[config.mk]
export PLATFORM = sky130hd
export DESIGN_NAME = uesm_top
export DESIGN_NICKNAME = d
export VERILOG_FILES = /design/src/design/uesm_axil_port.v /design/src/design/uesm_ep0_handshake.v /design/src/design/uesm_top.v
export VERILOG_INCLUDE_DIRS = /design/src /design/src/common
export SDC_FILE = /design/constraint.sdc
export NUM_CORES = 1
export LEC_CHECK = 0
export BUFFER_PORTS_ARGS = -buffer_cell sky130_fd_sc_hd__buf_4
export CAP_MARGIN = 25
export CORE_MARGIN = 1.5
export CORE_UTILIZATION = 44
export DETAILED_ROUTE_END_ITERATION = 7
export PLACE_DENSITY = 0.73
export SYNTH_ARGS = -nofsm -noshare
export SYNTH_HDL_FRONTEND = slang
export SYNTH_SLANG_ARGS = --single-unit
[constraint.sdc]
create_clock -name clk_in -period 1.74 [get_ports clk_in]
set_input_delay 0.174 -clock clk_in [delete_from_list [all_inputs] [get_ports clk_in]]
set_output_delay 0.174 -clock clk_in [all_outputs]
set_load 0.02 [all_outputs]
[src/common/uesm_defs.vh]
// register map, field positions, reset values and codes for the ep0 control
`ifndef UESM_DEFS_VH
`define UESM_DEFS_VH

// register indices; the byte address is four times the index
`define UESM_IDX_NAK_CTRL 16'hff62
`define UESM_IDX_NAK_MASK 16'hff63
`define UESM_IDX_SIE_DIRECT 16'hff64
`define UESM_IDX_STALL_CAUSE 16'hff70
`define UESM_ADDR_W 18

// endpoint_nak_control_reg fields
`define UESM_BIT_BULK_OUT_NAK 2
`define UESM_RST_NAK_CTRL 8'h00

// endpoint_nak_write_mask_reg fields
`define UESM_BIT_NAK_UNMASK 2
`define UESM_RST_NAK_MASK 8'h00

// serial_engine_direct_reg fields
`define UESM_BIT_FORCE_STALL 3
`define UESM_BIT_RESERVED_SDS 2
`define UESM_BIT_RESUME 0
`define UESM_RST_SIE_DIRECT 8'h00

// stall cause fields
`define UESM_BIT_CAUSE_WVALUE 0
`define UESM_BIT_CAUSE_OVERRUN 1
`define UESM_BIT_CAUSE_FW 2
`define UESM_RST_STALL_CAUSE 8'h00

// handshake codes towards the serial engine
`define UESM_HS_ACK 2'h0
`define UESM_HS_NAK 2'h1
`define UESM_HS_STALL 2'h2

// bus answers
`define UESM_RESP_OKAY 2'h0
`define UESM_RESP_SLVERR 2'h2

`endif

[src/design/uesm_axil_port.v]
// axi4-lite slave handshake engine: one write and one read in flight
`timescale 1ns/10ps
`include "uesm_defs.vh"

module uesm_axil_port (
  input wire clk_in,
  input wire rstn_in,
  input wire [`UESM_ADDR_W-1:0] awaddr_in,
  input wire awvalid_in,
  output reg awready_out,
  input wire [31:0] wdata_in,
  input wire [3:0] wstrb_in,
  input wire wvalid_in,
  output reg wready_out,
  output reg [1:0] bresp_out,
  output reg bvalid_out,
  input wire bready_in,
  input wire [`UESM_ADDR_W-1:0] araddr_in,
  input wire arvalid_in,
  output reg arready_out,
  output reg [31:0] rdata_out,
  output reg [1:0] rresp_out,
  output reg rvalid_out,
  input wire rready_in,
  output wire wr_stb_out,
  output reg [`UESM_ADDR_W-1:0] wr_addr_out,
  output reg [7:0] wr_data_out,
  output reg wr_lane_out,
  input wire wr_hit_in,
  output reg [`UESM_ADDR_W-1:0] rd_addr_out,
  input wire [7:0] rd_data_in,
  input wire rd_hit_in
);
  reg have_aw_q;
  reg have_w_q;
  reg have_ar_q;

  // both halves held and no answer pending
  assign wr_stb_out = have_aw_q & have_w_q & ~bvalid_out;

  always @(posedge clk_in or negedge rstn_in) begin
    if (!rstn_in) begin
      have_aw_q <= 1'b0;
      have_w_q <= 1'b0;
      awready_out <= 1'b1;
      wready_out <= 1'b1;
      bvalid_out <= 1'b0;
      bresp_out <= `UESM_RESP_OKAY;
      wr_addr_out <= {`UESM_ADDR_W{1'b0}};
      wr_data_out <= 8'h00;
      wr_lane_out <= 1'b0;
    end else begin
      if (awvalid_in && awready_out) begin
        have_aw_q <= 1'b1;
        awready_out <= 1'b0;
        wr_addr_out <= awaddr_in;
      end
      if (wvalid_in && wready_out) begin
        have_w_q <= 1'b1;
        wready_out <= 1'b0;
        wr_data_out <= wdata_in[7:0];
        wr_lane_out <= wstrb_in[0];
      end
      if (wr_stb_out) begin
        have_aw_q <= 1'b0;
        have_w_q <= 1'b0;
        bvalid_out <= 1'b1;
        bresp_out <= wr_hit_in ? `UESM_RESP_OKAY : `UESM_RESP_SLVERR;
      end
      if (bvalid_out && bready_in) begin
        bvalid_out <= 1'b0;
        awready_out <= 1'b1;
        wready_out <= 1'b1;
      end
    end
  end

  always @(posedge clk_in or negedge rstn_in) begin
    if (!rstn_in) begin
      have_ar_q <= 1'b0;
      arready_out <= 1'b1;
      rvalid_out <= 1'b0;
      rdata_out <= 32'h0000_0000;
      rresp_out <= `UESM_RESP_OKAY;
      rd_addr_out <= {`UESM_ADDR_W{1'b0}};
    end else begin
      if (arvalid_in && arready_out) begin
        have_ar_q <= 1'b1;
        arready_out <= 1'b0;
        rd_addr_out <= araddr_in;
      end
      if (have_ar_q && !rvalid_out) begin
        have_ar_q <= 1'b0;
        rvalid_out <= 1'b1;
        rdata_out <= {24'h00_0000, rd_data_in};
        rresp_out <= rd_hit_in ? `UESM_RESP_OKAY : `UESM_RESP_SLVERR;
      end
      if (rvalid_out && rready_in) begin
        rvalid_out <= 1'b0;
        arready_out <= 1'b1;
      end
    end
  end
endmodule

[src/design/uesm_ep0_handshake.v]
// endpoint 0 handshake choice, fixed when the engine asks for it
`timescale 1ns/10ps
`include "uesm_defs.vh"

module uesm_ep0_handshake (
  input wire clk_in,
  input wire rstn_in,
  input wire hs_req_in,
  input wire stall_in,
  input wire data_ready_in,
  output reg hs_valid_out,
  output reg [1:0] hs_code_out
);
  // the choice is taken from the stall bit as it stands at the request;
  // a stall set later only reaches the next transfer
  always @(posedge clk_in or negedge rstn_in) begin
    if (!rstn_in) begin
      hs_valid_out <= 1'b0;
      hs_code_out <= `UESM_HS_NAK;
    end else begin
      hs_valid_out <= hs_req_in;
      if (hs_req_in) begin
        if (stall_in) begin
          hs_code_out <= `UESM_HS_STALL;
        end else if (!data_ready_in) begin
          hs_code_out <= `UESM_HS_NAK;
        end else begin
          hs_code_out <= `UESM_HS_ACK;
        end
      end
    end
  end
endmodule

[src/design/uesm_top.v]
// ep0 stall, resume drive and bulk out nak write-mask control with axi4-lite
//
// Implementation choice: the AXI4-Lite register port.
`timescale 1ns/10ps
`include "uesm_defs.vh"

// How it works
// - a write to the bulk out nak bit lands only while the unmask bit is 1.
// - while the force-stall bit is 1 endpoint 0 answers with stall.
// - an unsupported wValue in set configuration or set interface sets it.
// - an ep0 overrun in an automatic request sets it, halt flag untouched.
// - the next setup token clears the force-stall bit.
// - software may set the force-stall bit only during a firmware request.
// - a stall set late may follow a nak and apply to the next transfer.
// - writes to the resume bit count only when remote wakeup is allowed.
// - resume signalling is driven for as long as the resume bit is 1.
// - the resume bit is sampled on the clock, so it needs a running clock.
// - writes to the bulk out nak bit are ignored while nak is being sent.
module uesm_top (
  input wire clk_in,
  input wire rstn_in,
  input wire [`UESM_ADDR_W-1:0] s_axi_awaddr_in,
  input wire [2:0] s_axi_awprot_in,
  input wire s_axi_awvalid_in,
  output wire s_axi_awready_out,
  input wire [31:0] s_axi_wdata_in,
  input wire [3:0] s_axi_wstrb_in,
  input wire s_axi_wvalid_in,
  output wire s_axi_wready_out,
  output wire [1:0] s_axi_bresp_out,
  output wire s_axi_bvalid_out,
  input wire s_axi_bready_in,
  input wire [`UESM_ADDR_W-1:0] s_axi_araddr_in,
  input wire [2:0] s_axi_arprot_in,
  input wire s_axi_arvalid_in,
  output wire s_axi_arready_out,
  output wire [31:0] s_axi_rdata_out,
  output wire [1:0] s_axi_rresp_out,
  output wire s_axi_rvalid_out,
  input wire s_axi_rready_in,
  input wire remote_wakeup_allowed_in,
  input wire firmware_decoded_request_in,
  input wire setup_token_in,
  input wire unsupported_wvalue_in,
  input wire ep0_auto_overrun_in,
  input wire nak_sending_in,
  input wire bulk_out_nak_hw_set_in,
  input wire bulk_out_nak_hw_clr_in,
  input wire ep0_hs_req_in,
  input wire ep0_data_ready_in,
  output reg bulk_out_nak_control_out,
  output reg ep0_force_stall_out,
  output reg resume_signal_drive_out,
  output wire ep0_hs_valid_out,
  output wire [1:0] ep0_hs_code_out
);
  // ---------------------------------------------------------------
  // address map
  // ---------------------------------------------------------------
  localparam [`UESM_ADDR_W-1:0] ADDR_NAK_CTRL =
    {`UESM_IDX_NAK_CTRL, 2'b00};
  localparam [`UESM_ADDR_W-1:0] ADDR_NAK_MASK =
    {`UESM_IDX_NAK_MASK, 2'b00};
  localparam [`UESM_ADDR_W-1:0] ADDR_SIE_DIRECT =
    {`UESM_IDX_SIE_DIRECT, 2'b00};
  localparam [`UESM_ADDR_W-1:0] ADDR_STALL_CAUSE =
    {`UESM_IDX_STALL_CAUSE, 2'b00};

  // whole-register reset words, so each flop takes exactly its own bit
  localparam [7:0] RST_NAK_CTRL = `UESM_RST_NAK_CTRL;
  localparam [7:0] RST_SIE_DIRECT = `UESM_RST_SIE_DIRECT;
  localparam [7:0] RST_STALL_CAUSE = `UESM_RST_STALL_CAUSE;

  // ---------------------------------------------------------------
  // bus port
  // ---------------------------------------------------------------
  wire wr_stb;
  wire [`UESM_ADDR_W-1:0] wr_addr;
  wire [7:0] wr_data;
  wire wr_lane;
  wire [`UESM_ADDR_W-1:0] rd_addr;
  reg wr_hit;
  reg [7:0] rd_data;
  reg rd_hit;

  // protection bits carry no meaning for these registers
  uesm_axil_port u_port (
    .clk_in(clk_in),
    .rstn_in(rstn_in),
    .awaddr_in(s_axi_awaddr_in),
    .awvalid_in(s_axi_awvalid_in),
    .awready_out(s_axi_awready_out),
    .wdata_in(s_axi_wdata_in),
    .wstrb_in(s_axi_wstrb_in),
    .wvalid_in(s_axi_wvalid_in),
    .wready_out(s_axi_wready_out),
    .bresp_out(s_axi_bresp_out),
    .bvalid_out(s_axi_bvalid_out),
    .bready_in(s_axi_bready_in),
    .araddr_in(s_axi_araddr_in),
    .arvalid_in(s_axi_arvalid_in),
    .arready_out(s_axi_arready_out),
    .rdata_out(s_axi_rdata_out),
    .rresp_out(s_axi_rresp_out),
    .rvalid_out(s_axi_rvalid_out),
    .rready_in(s_axi_rready_in),
    .wr_stb_out(wr_stb),
    .wr_addr_out(wr_addr),
    .wr_data_out(wr_data),
    .wr_lane_out(wr_lane),
    .wr_hit_in(wr_hit),
    .rd_addr_out(rd_addr),
    .rd_data_in(rd_data),
    .rd_hit_in(rd_hit)
  );

  // ---------------------------------------------------------------
  // write decode
  // ---------------------------------------------------------------
  reg wr_nak_ctrl;
  reg wr_nak_mask;
  reg wr_sie_direct;

  always @* begin
    wr_hit = 1'b0;
    wr_nak_ctrl = 1'b0;
    wr_nak_mask = 1'b0;
    wr_sie_direct = 1'b0;
    if (wr_addr == ADDR_NAK_CTRL) begin
      wr_hit = 1'b1;
      wr_nak_ctrl = wr_stb & wr_lane;
    end else if (wr_addr == ADDR_NAK_MASK) begin
      wr_hit = 1'b1;
      wr_nak_mask = wr_stb & wr_lane;
    end else if (wr_addr == ADDR_SIE_DIRECT) begin
      wr_hit = 1'b1;
      wr_sie_direct = wr_stb & wr_lane;
    end else if (wr_addr == ADDR_STALL_CAUSE) begin
      // read-only; the write is answered but has no effect
      wr_hit = 1'b1;
    end
  end

  // ---------------------------------------------------------------
  // nak write mask register
  // ---------------------------------------------------------------
  reg [7:0] nak_mask_q;

  // all bits are kept as written so a read shows exactly the last write;
  // only the unmask bit steers anything
  always @(posedge clk_in or negedge rstn_in) begin
    if (!rstn_in) begin
      nak_mask_q <= `UESM_RST_NAK_MASK;
    end else if (wr_nak_mask) begin
      nak_mask_q <= wr_data;
    end
  end

  wire bulk_out_nak_write_unmask;
  assign bulk_out_nak_write_unmask = nak_mask_q[`UESM_BIT_NAK_UNMASK];

  // ---------------------------------------------------------------
  // bulk out nak control bit
  // ---------------------------------------------------------------
  reg nak_write_ok;

  always @* begin
    nak_write_ok = wr_nak_ctrl & bulk_out_nak_write_unmask;
    if (nak_sending_in) begin
      nak_write_ok = 1'b0;
    end
  end

  // the fifo logic drives this bit as well; its events win over software
  always @(posedge clk_in or negedge rstn_in) begin
    if (!rstn_in) begin
      bulk_out_nak_control_out <=
        RST_NAK_CTRL[`UESM_BIT_BULK_OUT_NAK];
    end else if (bulk_out_nak_hw_set_in) begin
      bulk_out_nak_control_out <= 1'b1;
    end else if (bulk_out_nak_hw_clr_in) begin
      bulk_out_nak_control_out <= 1'b0;
    end else if (nak_write_ok) begin
      bulk_out_nak_control_out <=
        wr_data[`UESM_BIT_BULK_OUT_NAK];
    end
  end

  // ---------------------------------------------------------------
  // force stall on endpoint 0
  // ---------------------------------------------------------------
  reg stall_hw_set;
  reg stall_fw_set;
  reg stall_fw_clr;

  always @* begin
    stall_hw_set = unsupported_wvalue_in | ep0_auto_overrun_in;
    stall_fw_set = 1'b0;
    stall_fw_clr = 1'b0;
    if (wr_sie_direct) begin
      if (wr_data[`UESM_BIT_FORCE_STALL]) begin
        stall_fw_set = firmware_decoded_request_in;
      end else begin
        stall_fw_clr = 1'b1;
      end
    end
  end

  // any set wins over a clear in the same cycle, so no stall cause is lost
  // to a setup token; the halt flag lives elsewhere and is never touched
  always @(posedge clk_in or negedge rstn_in) begin
    if (!rstn_in) begin
      ep0_force_stall_out <=
        RST_SIE_DIRECT[`UESM_BIT_FORCE_STALL];
    end else if (stall_hw_set || stall_fw_set) begin
      ep0_force_stall_out <= 1'b1;
    end else if (setup_token_in || stall_fw_clr) begin
      ep0_force_stall_out <= 1'b0;
    end
  end

  // ---------------------------------------------------------------
  // stall cause record
  // ---------------------------------------------------------------
  reg [2:0] stall_cause_q;
  wire [2:0] cause_set;

  assign cause_set[`UESM_BIT_CAUSE_WVALUE] = unsupported_wvalue_in;
  assign cause_set[`UESM_BIT_CAUSE_OVERRUN] = ep0_auto_overrun_in;
  assign cause_set[`UESM_BIT_CAUSE_FW] = stall_fw_set;

  genvar gi;
  generate
    for (gi = 0; gi < 3; gi = gi + 1) begin : g_cause
      always @(posedge clk_in or negedge rstn_in) begin
        if (!rstn_in) begin
          stall_cause_q[gi] <= RST_STALL_CAUSE[gi];
        end else if (cause_set[gi]) begin
          stall_cause_q[gi] <= 1'b1;
        end else if (setup_token_in) begin
          stall_cause_q[gi] <= 1'b0;
        end
      end
    end
  endgenerate

  // ---------------------------------------------------------------
  // resume drive
  // ---------------------------------------------------------------
  // the bit is sampled on this clock; with the clock stopped the pin
  // stays frozen, so the wake-up logic must keep the clock alive
  always @(posedge clk_in or negedge rstn_in) begin
    if (!rstn_in) begin
      resume_signal_drive_out <=
        RST_SIE_DIRECT[`UESM_BIT_RESUME];
    end else if (wr_sie_direct && remote_wakeup_allowed_in) begin
      resume_signal_drive_out <= wr_data[`UESM_BIT_RESUME];
    end
  end

  // ---------------------------------------------------------------
  // reserved direct-control bit
  // ---------------------------------------------------------------
  reg sds_reserved_q;

  // kept only so a read returns what was written; it drives nothing
  always @(posedge clk_in or negedge rstn_in) begin
    if (!rstn_in) begin
      sds_reserved_q <= 1'b0;
    end else if (wr_sie_direct) begin
      sds_reserved_q <= wr_data[`UESM_BIT_RESERVED_SDS];
    end
  end

  // ---------------------------------------------------------------
  // handshake towards the serial engine
  // ---------------------------------------------------------------
  uesm_ep0_handshake u_hs (
    .clk_in(clk_in),
    .rstn_in(rstn_in),
    .hs_req_in(ep0_hs_req_in),
    .stall_in(ep0_force_stall_out),
    .data_ready_in(ep0_data_ready_in),
    .hs_valid_out(ep0_hs_valid_out),
    .hs_code_out(ep0_hs_code_out)
  );

  // ---------------------------------------------------------------
  // read decode
  // ---------------------------------------------------------------
  always @* begin
    rd_hit = 1'b0;
    rd_data = 8'h00;
    if (rd_addr == ADDR_NAK_CTRL) begin
      rd_hit = 1'b1;
      rd_data[`UESM_BIT_BULK_OUT_NAK] = bulk_out_nak_control_out;
    end else if (rd_addr == ADDR_NAK_MASK) begin
      rd_hit = 1'b1;
      rd_data = nak_mask_q;
    end else if (rd_addr == ADDR_SIE_DIRECT) begin
      rd_hit = 1'b1;
      rd_data[`UESM_BIT_FORCE_STALL] = ep0_force_stall_out;
      rd_data[`UESM_BIT_RESERVED_SDS] = sds_reserved_q;
      rd_data[`UESM_BIT_RESUME] = resume_signal_drive_out;
    end else if (rd_addr == ADDR_STALL_CAUSE) begin
      rd_hit = 1'b1;
      rd_data[2:0] = stall_cause_q;
    end
  end
endmodule

==> flow_summary.toml, run 1 <==
[final_layout]
area_growth_pct = 26.9
fin_nets = 477
fillCellCount = 666
multiInputGateArea_um2 = 1430
drive_gt1_share_pct = 46.5
seqCellArea_um2 = 2030
fin_area_um2 = 4610
insertedDiodeCount = 0
utilization_pct = 58.8

[critical_path]
cp.depth = 4
r2r_end = "nak_mask_q[0]"
critPathSlowestCell = "dfrtp_1"
arrival_ps = 1960
startpoint_type = "flip-flop"
r2r_cells = 4
r2r_slack_ps = 8
r2r-start = "u_port.wr_addr_out[5]"
crit_chain = "nor4b_2, and4bb_4, and4_4, mux2_4"
crit_family = "simple AND/OR/NAND/NOR gates"
cp.buffers_inverters = 0
crit_path_max_incr_delay_ps = 390
cp.required_ps = 1970
path_max_fanout = 8
crit_type = "flip-flop to flip-flop"
endpoint_kind = "flip-flop"

[synth]
ys_seq_area_share_pct = 55.9
yosys_warnings = 0
synthesis.area_um2 = 3630
ys_ff_latch = 81
synth_cells = 280
synth_area_per_cell_um2 = 13.0
synth.distinct_cells = 48

[min_path]
hold_class = "primary input to flip-flop"
holdPathEnd = "u_port.bvalid_out"
worstHoldPathCells = 2
min_from = "s_axi_bready_in"

[clock_network]
postCtsSetupBuffers = 0
cts_tree = "yes"
clk_pin_slew_ps = 80
clock_path_buffers = 2
cts_buffers = 9
insertion_delay_ps = 340
htreeDepth = 3
clock-sinks = 81
root_buffer = "clkbuf_8"

[global_routing]
overflow = 0
grt_start_max_net_pins = 58
grt_pass1_vias = 2482
antenna_found_initial = 0
grt_pass1_wl_mm = 11.6
grt_use_total_pct = 16.9

[die]
chipWidth_um = 93.9
die_h_um = 93.9
rows = 32
dieArea_um2 = 8810
io_pins = 142
core_area_um2 = 7850
initial_core_util_pct = 46.3

[timing]
hold_violations = 0
fin_crit_ps = 1730
setup-violations-final = 0
finalCritPeriodShare_pct = 99.5
drv_slew = 0
whs_ps = 22.2
rsz0062_at_grt = "yes"
clock.fmax_mhz = 578
finClkSkew_ps = 7.59

[run]
drv_cap = 0

[power_and_ir_drop]
switching_share_pct = 29.1
vdd_ir_drop_max_uv = 808
cellLeakagePower_nw = 2.16
p_int_w = 0.00437
p_seq_share_pct = 48.8
p_comb_share_pct = 26.5
clock_power_share_pct = 24.7
power_density_nw_per_um2 = 1340
switchingPower_w = 0.00180

[run_status]
status = "complete, no violations"

[route]
detail_route.first_pass.iterations = 4
ant_nets = 0
drtIter0Drc = 31
drc = 0
drt_wl_total_mm = 6.83
avgRoutedWirePerCell_um = 14.0
drt-vias-per-instance = 4.90
vias = 2396

[place]
dp.final_hpwl_mm = 5.08
placed_cell_area_um2 = 4330
place_congestion = 0.731
port_buffers = 82
[repair_timing]
action                     in CTS  in global routing
setup endpoints to repair       8                 10
hold buffers                    5                  0
resized for setup               0                  1
pin swaps                       3                  0
hold endpoints to repair       27                  0
[state kept, by name, indices dropped and copies added, names as in the netlist, 2 cells and up]
signal              flops
nak_mask_q              8
stall_cause_q           3
u_hs.hs_code_out        2
u_port.rd_addr_out     18
u_port.rdata_out        8
u_port.wr_addr_out     18
u_port.wr_data_out      8
[layer usage]
| metal | part of all wire [%] | track usage, % | up-vias |
|---|---|---|---|
| met4 | 1.3 | 6.34 | 0 |
| met3 | 7.7 | 5.18 | 8 |
| met2 | 48 | 27.4 | 81 |
| li1 | - | - | 1153 |
| met1 | 43 | 21.3 | 1154 |
| met5 | 0 | 0 | - |
[Yosys cell counts (all sizes together)]
cell type	instances	area [µm²]
nor3b	1	7.51
mux2	57	672
a21oi	3	15.0
a32oi	3	26.3
nand2b	3	18.8
nor2b	3	18.8
nand2	18	67.6
a31o	2	17.5
inv	10	37.5
nor4bb	1	10.0
o211a	1	10.0
a21boi	3	22.5
clkbuf	2	7.51
nand3b	3	22.5
conb	1	3.75
a31oi	1	6.26
and4	4	41.3
dfstp	4	105
a41oi	1	8.76
and4bb	1	16.3
and2	4	25.0
nand3	1	5.00
nand4	6	37.5
a22oi	1	7.51
and3	3	18.8
a311o	1	10.0
and4b	1	10.0
dfrtp	77	1930
nand4bb	1	11.3
o21a	2	15.0
buf	29	225
xnor2	1	8.76
a32o	1	10.0
o21ai	12	60.1
nor2	6	30.0
nor4b	3	32.5
a21o	2	15.0
nor3	4	25.0
a211oi	1	7.51
a22o	2	17.5
[how the worst max path moves through the flow]
stage,start,to
after global routing,u_port.wr_addr_out[5],nak_mask_q[1]
after floorplan,u_port.bvalid_out,nak_mask_q[0]
after CTS,u_port.wr_addr_out[5],nak_mask_q[5]
final,u_port.wr_addr_out[5],nak_mask_q[0]
after detailed placement,u_port.wr_addr_out[1],nak_mask_q[5]
after global placement,u_port.wr_addr_out[1],nak_mask_q[1]
[through the flow]
stage | power [W] | TNS (ps) | instances | setup WS (ps)
after detailed placement | 0.00470 | -117 | 468 | -24.0
after global routing | 0.00658 | -353 | 489 | -53.5
after CTS | 0.00625 | -25.1 | 489 | -8.24
after floorplan | 0.00412 | 0 | 305 | 39.3
after global placement | 0.00459 | 0 | 468 | 17.4
final | 0.00617 | 0 | 489 | 8.45
[cells by family (layout without fill, tap and decap cells)]
logic type | after synthesis | after routing | synth area share (%)
other cells | 1 | 26 | 0.103
mux | 57 | 57 | 18.5
xor+xnor | 1 | 1 | 0.241
simple gates | 63 | 63 | 11.0
buf+inv | 41 | 123 | 7.44
compound gates | 36 | 36 | 6.85
flops | 81 | 81 | 55.9
[power groups by stage]
| stage | logic [W] | registers [W] | clock network, W |
|---|---|---|---|
| floorplan | 0.00111 | 0.00300 | 0 |
| global placement | 0.00159 | 0.00301 | 0 |
| detailed placement | 0.00165 | 0.00305 | 0 |
| CTS | 0.00166 | 0.00301 | 0.00158 |
| global route | 0.00182 | 0.00312 | 0.00165 |
| finish | 0.00164 | 0.00301 | 0.00152 |
[cell usage in the layout, fill, tap and decap left out, types with 3 or more instances in the layout]
master	count
a21boi_0	3
mux2_2	49
a32oi_1	3
nand2_1	18
conb_1	26
and2_1	4
o21ai_0	9
o21ai_1	3
dfstp_2	4
inv_1	10
nand2b_1	3
nor2b_1	3
and4_2	3
nand4_1	6
a21oi_1	3
nand3b_1	3
dlygate4sd3_1	5
nor3_1	3
buf_4	91
mux2_4	8
dfrtp_1	77
and3_1	3
nor2_1	5
clkbuf_8	11
[worst reg2reg max path: stages (launching register included)]
cell	delay, ps
dfrtp_1	390
nor4b_2	280
and4bb_4	300
and4_4	340
mux2_4	320
[layout make-up]
type / instances / area share, %
inverters: 10 / 0.814
repair buffers: 97 / 16.3
multi-input cells: 183 / 31.0
flip-flops and latches: 81 / 44.1
clock buffers: 11 / 3.28
clock inverters: 5 / 1.68
well taps: 102 / 2.77
No activity file was read; power rests on OpenSTA's default activity.
==> run 2, diff against run 1 <==
--- a/config.mk
+++ b/config.mk
@@ -8,9 +8,11 @@
 export LEC_CHECK = 0
 export BUFFER_PORTS_ARGS = -buffer_cell sky130_fd_sc_hd__buf_4
 export CAP_MARGIN = 25
+export CORE_ASPECT_RATIO = 1.4
 export CORE_MARGIN = 1.5
 export CORE_UTILIZATION = 44
 export DETAILED_ROUTE_END_ITERATION = 7
+export MAX_ROUTING_LAYER = met4
 export PLACE_DENSITY = 0.73
 export SYNTH_ARGS = -nofsm -noshare
 export SYNTH_HDL_FRONTEND = slang
==> run 2 against run 1 <==
Die area hardly changed. Combinational power hardly changed. Critical path depth stayed put. First-iteration DRC count grew to 2.8 times the previous value. Critical endpoint is now nak_mask_q[3].
==> flow_summary.toml, run 2 (synthesis gave the netlist of run 1 again) <==
[global_routing]
antenna_found_initial = 0
overflow = 0
grt_start_max_net_pins = 36
grt_use_total_pct = 17.2
grt_pass1_wl_mm = 11.5
grt_pass1_vias = 2459

[critical_path]
crit_chain = "nor4b_2, and4bb_4, and4_4, mux2_4"
crit_type = "flip-flop to flip-flop"
crit_family = "simple AND/OR/NAND/NOR gates"
startpoint_type = "flip-flop"
crit_path_max_incr_delay_ps = 380
path_max_fanout = 8
critPathSlowestCell = "dfrtp_1"
cp.buffers_inverters = 0
arrival_ps = 1950
endpoint_kind = "flip-flop"
cp.required_ps = 1950

[place]
placed_cell_area_um2 = 4330
place_congestion = 0.777
dp_cells = 469
dp.final_hpwl_mm = 5.00
port_buffers = 82

[timing]
drv_slew = 0
finalCritPeriodShare_pct = 99.9
clock.fmax_mhz = 575
finClkSkew_ps = 5.08
hold_violations = 0
rsz0062_at_grt = "yes"
fin_crit_ps = 1740
fin_setup_tns_ps = 0
setup-violations-final = 0

[final_layout]
utilization_pct = 57.8
instances_no_fill = 490
reg_top3 = "u_port.rd_addr_out: 18 flops, u_port.wr_addr_out: 18 flops"
fin_nets = 478
drive_gt1_share_pct = 46.6
fillCellCount = 706
insertedDiodeCount = 0
final_common_cell = "buf_4"
fin_area_um2 = 4680
area_growth_pct = 28.9
layout_common_cells = "buf_4, dfrtp_1, mux2_2, conb_1, nand2_1"

[min_path]
hold_class = "primary input to flip-flop"

[run_status]
status = "complete, no violations"

[clock_network]
clk_pin_slew_ps = 60
insertion_delay_ps = 330
clock_path_buffers = 2
htreeDepth = 3
clock-sinks = 81
cts_buffers = 9
cts_tree = "yes"
root_buffer = "clkbuf_16"

[power_and_ir_drop]
power_density_nw_per_um2 = 1390
cellLeakagePower_nw = 2.20
p_seq_share_pct = 46.3
p_comb_share_pct = 25.1
switching_share_pct = 28.8
clock_power_share_pct = 28.6
vdd_ir_drop_max_uv = 919
finalPower_w = 0.00653
p_int_w = 0.00465
switchingPower_w = 0.00188

[die]
chipWidth_um = 79.8
dieArea_um2 = 8820
rows = 39
io_pins = 142
core_area_um2 = 8100
die_h_um = 111
initial_core_util_pct = 44.9

[run]
drv_cap = 0

[route]
avgRoutedWirePerCell_um = 13.7
vias = 2389
drc = 0
drt_wl_total_mm = 6.72
ant_nets = 0
drtIter0Drc = 86
detail_route.first_pass.iterations = 6
drt-vias-per-instance = 4.88
-- run 2: cell count changes in the layout (fill, tap and decap cells not counted) --
cell	previous run	this run
clkbuf_8	11	1
dlygate4sd3_1	5	4
clkbuf_1	0	1
clkbuf_16	0	9
bufinv_16	2	1
clkinvlp_4	1	2
buf_4	91	93
-- run 2: path summary, 6_finish.rpt --
kind / start / to / slack [ps] / cells after the start
min in group asynchronous: rstn_in / u_port.rd_addr_out[5] / 350 / 2
max in group asynchronous: rstn_in / u_port.wr_addr_out[4] / 800 / 3
worst max register to register: u_port.wr_addr_out[1] / nak_mask_q[3] / 1 / 4
worst min-delay path: s_axi_arvalid_in / u_port.arready_out / 20 / 2
worst max-delay path: u_port.wr_addr_out[1] / nak_mask_q[3] / 1 / 4
worst min register to register: u_port.rdata_out[4] / u_port.rdata_out[4] / 480 / 2
-- run 2: per-layer routing --
metal / routed length (µm) / part of all wire (%) / global-route usage [%]
met3: 346 / 5.1 / 3.88
met4: 79 / 1.2 / 6.90
met5: 0 / 0 / -
met2: 3520 / 52 / 28.0
met1: 2780 / 41 / 20.3
-- run 2: metrics by stage --
stage	hold slack [ps]	setup slack [ps]
6_report	16.6	1.31
5_1_grt	25.7	-55.4
4_1_cts	2.87	-16.1
3_5_place_dp	161	0.889
3_3_place_gp	155	11.8
2_1_floorplan	-122	39.3
-- run 2: power by group through the flow --
stage                     clock network [W]  logic (W)  registers, W
after CTS                           0.00192    0.00164       0.00302
after global routing                0.00199    0.00182       0.00311
final                               0.00187    0.00164       0.00302
after global placement                    0    0.00158       0.00301
after detailed placement                  0    0.00162       0.00306
after floorplan                           0    0.00111       0.00300
-- run 2: area by class of cell --
type	count	area, µm²	area share (%)
tap	102	128	2.72
inverter	10	37.5	0.801
timing repair buffer	98	758	16.2
multi-input combinational	183	1430	30.6
clock inverter	5	55.1	1.18
sequential	81	2030	43.4
clock buffer	11	243	5.18
-- run 2: timing repair --
action                                  CTS  global route
hold endpoints to repair                 33             0
gates resized for setup                   0             1
hold buffers                              4             0
endpoints found under the setup margin    8            11
buffers inserted                          0             1
pin swaps                                 2             3
